## config.mk

```make
export PLATFORM = sky130hd
export DESIGN_NAME = octr_ramp
export DESIGN_NICKNAME = d
export VERILOG_FILES = /design/src/inc/octr_pkg.sv /design/src/logic/octr_ramp.sv
export SDC_FILE = /design/constraint.sdc
export NUM_CORES = 2
export LEC_CHECK = 0
export BUFFER_PORTS_ARGS = -buffer_cell sky130_fd_sc_hd__buf_2
export CORE_MARGIN = 2
export CORE_UTILIZATION = 30
export CTS_CLUSTER_SIZE = 8
export DETAILED_ROUTE_END_ITERATION = 12
export GPL_TIMING_DRIVEN = 0
export PLACE_DENSITY = 0.46
export SETUP_SLACK_MARGIN = 0.15
export SLEW_MARGIN = 20
export SYNTH_ARGS = -nofsm -noshare
export SYNTH_HDL_FRONTEND = slang
export SYNTH_SLANG_ARGS = --single-unit
```

## constraint.sdc

```tcl
create_clock -name clk_sys -period 6.9 [get_ports clk_sys]
set_clock_uncertainty 0.15 [all_clocks]
set_input_delay 1.035 -clock clk_sys [delete_from_list [all_inputs] [get_ports clk_sys]]
set_output_delay 1.035 -clock clk_sys [all_outputs]
set_load 0.03 [all_outputs]
```

## src/inc/octr_pkg.sv

```systemverilog
`default_nettype none
package octr_pkg;
    localparam int CUR_W = 16;
    localparam int VOLT_W = 16;
    localparam int TIME_W = 16;
    localparam int SLOTS = 12;
    localparam int SLOT_W = 4;
    // Register offsets
    localparam logic [7:0] REG_CTRL = 8'h00;
    localparam logic [7:0] REG_SLOT = 8'h01;
    localparam logic [7:0] REG_RANGE = 8'h02;
    localparam logic [7:0] REG_START = 8'h03;
    localparam logic [7:0] REG_END = 8'h04;
    localparam logic [7:0] REG_STEPC = 8'h05;
    localparam logic [7:0] REG_STEPT = 8'h06;
    localparam logic [7:0] REG_DELAY = 8'h07;
    localparam logic [7:0] REG_TRIGV = 8'h08;
    localparam logic [7:0] REG_LASTC = 8'h09;
    localparam logic [7:0] REG_STATUS = 8'h0A;
    localparam logic [7:0] REG_RES_V = 8'h0B;
    localparam logic [7:0] REG_RES_I = 8'h0C;
    localparam logic [7:0] REG_SETPT = 8'h0D;
    // Field positions
    localparam int CTRL_EN_BIT = 0;
    localparam int ST_RUN_BIT = 0;
    localparam int ST_TRIP_BIT = 1;
    localparam int ST_FAIL_BIT = 2;
    localparam int ST_BAD_BIT = 3;
    localparam int ST_NOTCC_BIT = 4;
    // Timing: time fields count in 25 ms units, so 1600 s still fits 16 bits
    localparam int TICK_MS = 25;
    localparam int CLK_HZ = 25000000;
    localparam int TICK_CYC = CLK_HZ / 1000 * TICK_MS;
    localparam int STEPT_MIN_MS = 50;
    localparam int STEPT_MAX_S = 1600;
    localparam int DELAY_MAX_S = 160;
    localparam logic [TIME_W-1:0] STEPT_MIN = TIME_W'(STEPT_MIN_MS / TICK_MS);
    localparam logic [TIME_W-1:0] STEPT_MAX = TIME_W'(STEPT_MAX_S * 1000 / TICK_MS);
    localparam logic [TIME_W-1:0] DELAY_MAX = TIME_W'(DELAY_MAX_S * 1000 / TICK_MS);
    localparam logic [TIME_W-1:0] RST_STEPT = STEPT_MIN;
    localparam logic [1:0] RST_RANGE = 2'h0;
    typedef enum logic [1:0] {
        OCTR_RNG_HIGH = 2'b00,
        OCTR_RNG_MID = 2'b01,
        OCTR_RNG_LOW = 2'b10
    } octr_range_t;
    typedef struct packed {
        logic [1:0] range;
        logic [CUR_W-1:0] start_c;
        logic [CUR_W-1:0] end_c;
        logic [CUR_W-1:0] step_c;
        logic [TIME_W-1:0] step_t;
        logic [TIME_W-1:0] delay;
        logic [VOLT_W-1:0] trig_v;
        logic [CUR_W-1:0] last_c;
    } octr_setup_t;
    typedef struct packed {
        logic [7:0] addr;
        logic [31:0] wdata;
        logic wr;
        logic rd;
    } octr_bus_t;
    typedef struct packed {
        logic [CUR_W-1:0] setpoint;
        logic [1:0] range;
        logic sink_on;
    } octr_drive_t;
endpackage
`default_nettype wire

```

## src/logic/octr_ramp.sv

```systemverilog
`timescale 1ns/1ns
`default_nettype none
// Function
// [RQ1] Start run at configured start current
// [RQ2] Add increment, hold for step time
// [RQ3] End on trip or end current
// [RQ4] Step time 50 ms to 1600 s
// [RQ5] Trigger delay before trip check
// [RQ6] Voltage below trigger level means trip
// [RQ7] Flag protection failure at end current
// [RQ8] Apply final current after trip
// [RQ9] Twelve stored setups select run parameters
// [RQ10] Setup picks high, middle, low range
// [RQ11] Run only in constant-current mode
// [RQ12] Capture voltage and current at trip
// [RQ13] End current set above expected threshold
// [RQ14] Wait for voltage above trigger first
// [RQ15] Load switch-on starts run when enabled
// [RQ16] Clamp next setpoint at end current
// [RQ17] Flag delay not below step time
module octr_ramp
    import octr_pkg::*;
#(
    parameter int TICK_CYCLES = TICK_CYC
) (
    input wire logic clk_sys,
    input wire logic reset,
    input wire octr_bus_t bus,
    output logic [31:0] rdata,
    input wire logic load_on,
    input wire logic mode_cc,
    input wire logic [VOLT_W-1:0] meas_v,
    input wire logic [CUR_W-1:0] meas_i,
    output octr_drive_t drive
);
    // A zero divider would never tick and freeze every step
    if (TICK_CYCLES < 1) begin : g_bad_tick
        $error("TICK_CYCLES must be at least one");
    end
    // The longest step time must fit the time field
    if (STEPT_MAX_S * 1000 / TICK_MS > (1 << TIME_W) - 1) begin : g_bad_time
        $error("time field too narrow for the longest step");
    end

    typedef enum logic [2:0] {
        OCTR_IDLE = 3'b000,
        OCTR_ARM = 3'b001,
        OCTR_DELAY = 3'b010,
        OCTR_HOLD = 3'b011,
        OCTR_LAST = 3'b100,
        OCTR_DONE = 3'b101
    } octr_state_t;

    // Setup store, one word set per slot
    octr_setup_t setups_q [SLOTS];
    logic enable_q;
    logic [SLOT_W-1:0] slot_q;
    octr_state_t state_q, state_d;
    logic [CUR_W-1:0] setpt_q, setpt_d;
    logic [TIME_W-1:0] tcnt_q, tcnt_d;
    logic [31:0] div_q;
    logic trip_q, fail_q, load_q;
    logic [VOLT_W-1:0] res_v_q;
    logic [CUR_W-1:0] res_i_q;
    logic [31:0] rdata_q;

    wire octr_setup_t cur = setups_q[slot_q];
    wire tick = (div_q == 32'(TICK_CYCLES - 1));
    wire wr_ok = bus.wr && (slot_q < SLOT_W'(SLOTS));
    // [RQ4] [RQ17] Step time and delay limits
    wire bad_setup = (cur.delay >= cur.step_t) || (cur.step_t < STEPT_MIN)
        || (cur.step_t > STEPT_MAX) || (cur.delay > DELAY_MAX);
    // [RQ15] Switch-on edge
    wire start_ev = load_on && !load_q && enable_q;
    // [RQ6] Collapse of output
    wire volt_low = meas_v < cur.trig_v;
    wire at_end = setpt_q >= cur.end_c;

    // [RQ16] Clamped increment
    function automatic logic [CUR_W-1:0] next_setpt(input logic [CUR_W-1:0] sp,
        input logic [CUR_W-1:0] inc, input logic [CUR_W-1:0] lim);
        logic [CUR_W:0] sum;
        sum = {1'b0, sp} + {1'b0, inc};
        next_setpt = (sum > {1'b0, lim}) ? lim : sum[CUR_W-1:0];
    endfunction

    always_comb begin
        state_d = state_q;
        setpt_d = setpt_q;
        tcnt_d = tick ? tcnt_q + 16'h0001 : tcnt_q;
        case (state_q)
            OCTR_IDLE: begin
                // [RQ11] Constant-current only
                if (start_ev && mode_cc && !bad_setup) begin
                    // [RQ1] Load start current
                    setpt_d = cur.start_c;
                    state_d = OCTR_ARM;
                end
            end
            OCTR_ARM: begin
                tcnt_d = 16'h0000;
                // [RQ14] Wait for supply up
                if (!volt_low) begin
                    state_d = OCTR_DELAY;
                end
            end
            OCTR_DELAY: begin
                // [RQ5] Trip check after delay
                if (tcnt_q >= cur.delay) begin
                    state_d = OCTR_HOLD;
                end
            end
            OCTR_HOLD: begin
                // [RQ3] Trip ends ramp
                if (volt_low) begin
                    state_d = OCTR_LAST;
                end else if (tcnt_q >= cur.step_t) begin
                    // [RQ3] End current reached
                    if (at_end) begin
                        state_d = OCTR_DONE;
                    end else begin
                        // [RQ2] Next step
                        setpt_d = next_setpt(setpt_q, cur.step_c, cur.end_c);
                        tcnt_d = 16'h0000;
                        state_d = OCTR_DELAY;
                    end
                end
            end
            OCTR_LAST: begin
                // [RQ8] Final current
                setpt_d = cur.last_c;
            end
            OCTR_DONE: begin
                setpt_d = 16'h0000;
            end
            default: begin
                state_d = OCTR_IDLE;
            end
        endcase
        // Load off or mode change aborts any run
        if (!load_on || !mode_cc) begin
            state_d = OCTR_IDLE;
            setpt_d = 16'h0000;
        end
    end

    always_ff @(posedge clk_sys) begin
        if (reset || tick || state_q == OCTR_IDLE || state_q == OCTR_ARM) begin
            div_q <= 32'h00000000;
        end else begin
            div_q <= div_q + 32'h00000001;
        end
    end

    always_ff @(posedge clk_sys) begin
        if (reset) begin
            state_q <= OCTR_IDLE;
            setpt_q <= 16'h0000;
            tcnt_q <= 16'h0000;
            load_q <= 1'b0;
        end else begin
            state_q <= state_d;
            setpt_q <= setpt_d;
            tcnt_q <= tcnt_d;
            load_q <= load_on;
        end
    end

    // Result capture; start clears both flags, trip or end current captures
    always_ff @(posedge clk_sys) begin
        if (reset) begin
            trip_q <= 1'b0;
            fail_q <= 1'b0;
            res_v_q <= 16'h0000;
            res_i_q <= 16'h0000;
        end else if (state_q == OCTR_HOLD && state_d == OCTR_LAST) begin
            // [RQ12] Capture at trip
            trip_q <= 1'b1;
            res_v_q <= meas_v;
            res_i_q <= meas_i;
        end else if (state_q == OCTR_HOLD && state_d == OCTR_DONE) begin
            // [RQ7] Protection failed
            fail_q <= 1'b1;
            res_v_q <= meas_v;
            res_i_q <= meas_i;
        end else if (state_q == OCTR_IDLE && state_d == OCTR_ARM) begin
            trip_q <= 1'b0;
            fail_q <= 1'b0;
        end
    end

    // [RQ9] Setup writes go to the selected slot
    always_ff @(posedge clk_sys) begin
        if (reset) begin
            enable_q <= 1'b0;
            slot_q <= 4'h0;
            for (int k = 0; k < SLOTS; k++) begin
                setups_q[k] <= '{range: RST_RANGE, step_t: RST_STEPT, default: '0};
            end
        end else if (bus.wr) begin
            case (bus.addr)
                REG_CTRL: enable_q <= bus.wdata[CTRL_EN_BIT];
                REG_SLOT: begin
                    if (bus.wdata[SLOT_W-1:0] < SLOT_W'(SLOTS)) begin
                        slot_q <= bus.wdata[SLOT_W-1:0];
                    end
                end
                REG_RANGE: begin
                    // [RQ10] Range per setup
                    if (wr_ok && bus.wdata[1:0] != 2'h3) begin
                        setups_q[slot_q].range <= bus.wdata[1:0];
                    end
                end
                REG_START: setups_q[slot_q].start_c <= bus.wdata[CUR_W-1:0];
                REG_END: setups_q[slot_q].end_c <= bus.wdata[CUR_W-1:0];
                REG_STEPC: setups_q[slot_q].step_c <= bus.wdata[CUR_W-1:0];
                REG_STEPT: setups_q[slot_q].step_t <= bus.wdata[TIME_W-1:0];
                REG_DELAY: setups_q[slot_q].delay <= bus.wdata[TIME_W-1:0];
                REG_TRIGV: setups_q[slot_q].trig_v <= bus.wdata[VOLT_W-1:0];
                REG_LASTC: setups_q[slot_q].last_c <= bus.wdata[CUR_W-1:0];
                default: ;
            endcase
        end
    end

    logic [31:0] rd_mux;
    always_comb begin
        case (bus.addr)
            REG_CTRL: rd_mux = {31'h0, enable_q};
            REG_SLOT: rd_mux = {28'h0, slot_q};
            REG_RANGE: rd_mux = {30'h0, cur.range};
            REG_START: rd_mux = {16'h0, cur.start_c};
            REG_END: rd_mux = {16'h0, cur.end_c};
            REG_STEPC: rd_mux = {16'h0, cur.step_c};
            REG_STEPT: rd_mux = {16'h0, cur.step_t};
            REG_DELAY: rd_mux = {16'h0, cur.delay};
            REG_TRIGV: rd_mux = {16'h0, cur.trig_v};
            REG_LASTC: rd_mux = {16'h0, cur.last_c};
            REG_STATUS: rd_mux = {27'h0, !mode_cc, bad_setup, fail_q, trip_q,
                state_q != OCTR_IDLE && state_q != OCTR_DONE};
            REG_RES_V: rd_mux = {16'h0, res_v_q};
            REG_RES_I: rd_mux = {16'h0, res_i_q};
            REG_SETPT: rd_mux = {16'h0, setpt_q};
            default: rd_mux = 32'h00000000;
        endcase
    end

    always_ff @(posedge clk_sys) begin
        if (reset) begin
            rdata_q <= 32'h00000000;
        end else begin
            rdata_q <= bus.rd ? rd_mux : 32'h00000000;
        end
    end

    assign rdata = rdata_q;
    assign drive.setpoint = setpt_q;
    assign drive.range = cur.range;
    assign drive.sink_on = state_q != OCTR_IDLE && state_q != OCTR_DONE;

endmodule // octr_ramp
`default_nettype wire

```

==> results.cfg <==
[floorplanning]
start_util = 0.301
die-area_um2 = 300000
fp.dieW_um = 548
row_count = 199
ios = 129
die_y_um = 548
fp.coreArea_um2 = 294000

[power_and_ir_drop]
clkPwrFrac = 0.459
total_power_mw = 27.8
power_frac_comb = 0.063
switchingPower_mw = 6.66
switching_share = 0.239
seqPwrFrac = 0.478
peakVddDrop_v = 0.000200
p_per_area_nw_per_um2 = 259
power.leakage_nw = 37.0
p_int_mw = 21.2

[yosys]
ys_dominant_reg_cell = edfxtp_1
synth-simple-area-share = 0.131
synth_mux_area_frac = 0.144
synth_top_family_by_area = multiplexers
synth-compound-area-share = 0.0325
synthAdderAreaFrac = 0.0162
yosys_warnings = 0
ys_seq_elements = 1951
async_flop_share = 0
ys_types = 69
synth_seq_area_share = 0.647
synthesis.area_um2 = 88600
synth-edff-count = 1824
synthXorXnorAreaFrac = 0.00445
syn_area_per_cell_um2 = 15.7
synth_cells = 5651

[grt]
busiest_layer = met2
antenna_found_initial = 127
grt_max_degree = 39
met2_usage = 0.402
grt_pass1_wl_um = 545000
overflow = 0
grt_pass1_vias = 55800
use_met3 = 0.0852
grtUsageMet1 = 0.370
grt_util_all_layers = 0.277

[timing]
slew-limit-headroom = 0.123
max_clock_freq_mhz = 144
layout_setup_ws_ns = -0.0453
setup_viol = 13
period_needed_ns = 6.95
slew_violations = 0
hold_viol = 0
worst_pin_slew_ns = 1.31
holdWs_ns = 0.297
finalCritPeriodShare = 1.01
rsz0062_at_grt = true

[status]
status = complete, but fails checks
violations = setup timing

[placed_design]
placed_cell_area_um2 = 97400
gp_congestion = 0.955
port_buffers = 93
place_hpwl_um = 302000

[clock_network]
cts.sinks = 1951
clockBufferDepth = 4
cts_tree = yes
ctsHoldBuffers = 0
numCtsBuffers = 286
root_buffer = clkbuf_16
path_clk_slew_ns = 0.05
ctsHtreeMaxLevel = 5
insertion_delay_ns = 0.89

[routing]
ant_nets = 0
first_pass_iters = 8
initialDrtViolationCount = 10300
finalWirelength_um = 426000
routedWlPerCell_um = 41.2
via_count = 59500
vias_per_cell = 5.75
drcViolationCount = 0

[cells_and_area]
nets = 6432
layout-drive-gt1-share = 0.257
syn2layout_area_growth_pct = 20.9
stdcell_area_um2 = 107000
fillers = 27700

[worst_setup_path]
start_kind = flop
path_max_fanout = 10
rrSetupSlack_ns = -0.05
r2r_end = setpt_q[3]$_SDFFE_PP0P_
ff2ff_path_depth = 24
cp.required_ns = 7.51
crit_arrival_ns = 7.55
crit_end = setpt_q[3]$_SDFFE_PP0P_
path_class = reg -> reg
end_kind = flop

[run]
max-cap-violations = 0

[worst_hold_path]
hp-class = reg -> reg
## logic make-up after synthesis
logic type / count (synthesis)
simple gates: 2016
flops: 1951
mux: 594
buf+inv: 530
compound gates: 400
fa+ha+maj: 114
xor+xnor: 45
other cells: 1
## sequential cells by signal, summed over array words and instances (netlist names), 3 cells and up, named ones only
register / flops
state_q: 3
slot_q: 4
res_i_q: 16
setups_q: 1824
res_v_q: 16
setpt_q: 16
rdata: 16
div_q: 32
tcnt_q: 16
## layout by cell type (no fill, tap or decap), types with 27 or more instances in the layout
master | synthesis | layout
o21ai_0 | 46 | 34
clkbuf_16 | 0 | 299
buf_4 | 26 | 97
a22o_1 | 40 | 40
buf_16 | 0 | 80
buf_6 | 4 | 30
and2_1 | 1341 | 1341
or3_1 | 27 | 27
edfxtp_1 | 1824 | 1824
a22oi_1 | 62 | 62
buf_2 | 67 | 97
ha_1 | 113 | 109
or2_2 | 91 | 91
clkbuf_1 | 349 | 210
nor2_1 | 274 | 242
nand3_1 | 57 | 45
diode_2 | 0 | 136
mux2i_1 | 46 | 45
dfxtp_1 | 127 | 123
inv_1 | 72 | 72
nand2_1 | 105 | 98
mux4_2 | 548 | 548
clkbuf_2 | 0 | 139
buf_12 | 0 | 60
a21oi_1 | 67 | 57
## worst max-delay path, cell delays in order, from the launching register on
cell and delay (ns):
dfxtp_2 0.54, clkbuf_2 0.36, buf_4 0.33, clkbuf_8 0.31
clkbuf_2 0.48, clkbuf_4 0.51, mux4_2 0.45, ha_1 0.36
o21a_1 0.23, nor2_4 0.14, a2111oi_4 0.08, o41a_1 0.47
or4_1 0.41, nand3_1 0.11, ha_1 0.25, nand4_1 0.13
nor2_2 0.07, o221a_2 0.13, a211oi_2 0.38, o21a_4 0.24
clkbuf_8 0.16, nand3_1 0.08, a21oi_1 0.16, o22ai_1 0.12
a21oi_2 0.13
## cell type report
type,count,area [um2],share of cell area
antenna,136,340,0.00317
inverter,72,270,0.00252
sequential,1951,57300,0.535
buffer,455,3050,0.0285
clock buffer,315,7390,0.0690
clock inverter,17,200,0.00187
timing repair buffer,281,3900,0.0364
tap,3919,4900,0.0457
multi-input combinational,3193,29800,0.278
## cells in the mapped netlist (all sizes together) (11+ instances only)
cell / instances / area share
edfxtp: 1824 / 0.62
and2: 1341 / 0.095
mux4: 548 / 0.14
clkbuf: 349 / 0.015
nor2: 274 / 0.012
dfxtp: 127 / 0.029
ha: 113 / 0.016
buf: 109 / 0.0071
nand2: 105 / 0.0044
or2: 91 / 0.0064
a21oi: 76 / 0.0047
inv: 72 / 0.0030
a22oi: 62 / 0.0053
nand3: 57 / 0.0032
o21ai: 47 / 0.0027
mux2i: 46 / 0.0052
a22o: 40 / 0.0040
or3: 27 / 0.0019
a221oi: 25 / 0.0026
a21o: 24 / 0.0020
nand4: 23 / 0.0016
xnor2: 23 / 0.0023
nor3: 22 / 0.0012
xor2: 22 / 0.0022
nor2b: 20 / 0.0014
a31oi: 19 / 0.0013
o21a: 19 / 0.0016
nand2b: 14 / 0.00099
o22ai: 13 / 0.00092
a211oi: 12 / 0.0011
a31o: 12 / 0.0012
and3: 12 / 0.00085
nor4: 11 / 0.00078
## layer usage
| layer | wire length (um) | part of all wire |
|---|---|---|
| met3 | 53300 | 0.13 |
| met1 | 164000 | 0.39 |
| met5 | 343 | 0.00081 |
| met4 | 25400 | 0.060 |
| met2 | 183000 | 0.43 |
## per-stage QoR
step	setup TNS (ns)	worst slack (ns)	util	instances
floorplan	0	0.156	-	5674
global placement	-219.76	-4.42	0.320	9686
detailed placement	-143.49	-3.33	0.331	9811
CTS	0	0.0276	0.363	10200
global route	-1.55	-0.133	0.364	10200
finish	-0.336	-0.0453	0.365	10300
## what timing repair did
| action | CTS | global route |
|---|---|---|
| setup endpoints to repair | 71 | 46 |
| pin swaps | 32 | 23 |
| gates cloned | 4 | 0 |
| buffers inserted | 50 | 9 |
| resized for setup | 279 | 41 |
## power by group through the flow
stage | clock network, mW | logic, mW | registers [mW]
floorplan | 0 | 0.539 | 13.5
global placement | 0 | 1.48 | 13.5
detailed placement | 0 | 1.66 | 13.5
CTS | 12.8 | 1.68 | 13.3
global route | 13.2 | 1.73 | 13.3
finish | 12.8 | 1.76 | 13.3
## worst min path at each step
stage	cells after the start	end	from
after floorplan	1	div_q[0]$_SDFF_PP0_	div_q[0]$_SDFF_PP0_
after global placement	1	div_q[0]$_SDFF_PP0_	div_q[0]$_SDFF_PP0_
after detailed placement	1	div_q[0]$_SDFF_PP0_	div_q[0]$_SDFF_PP0_
after CTS	3	res_i_q[7]$_SDFFE_PP0P_	meas_i[7]
after global routing	3	res_i_q[10]$_SDFFE_PP0P_	meas_i[10]
final	1	div_q[0]$_SDFF_PP0_	div_q[0]$_SDFF_PP0_
(Power assumes the default switching activity.)
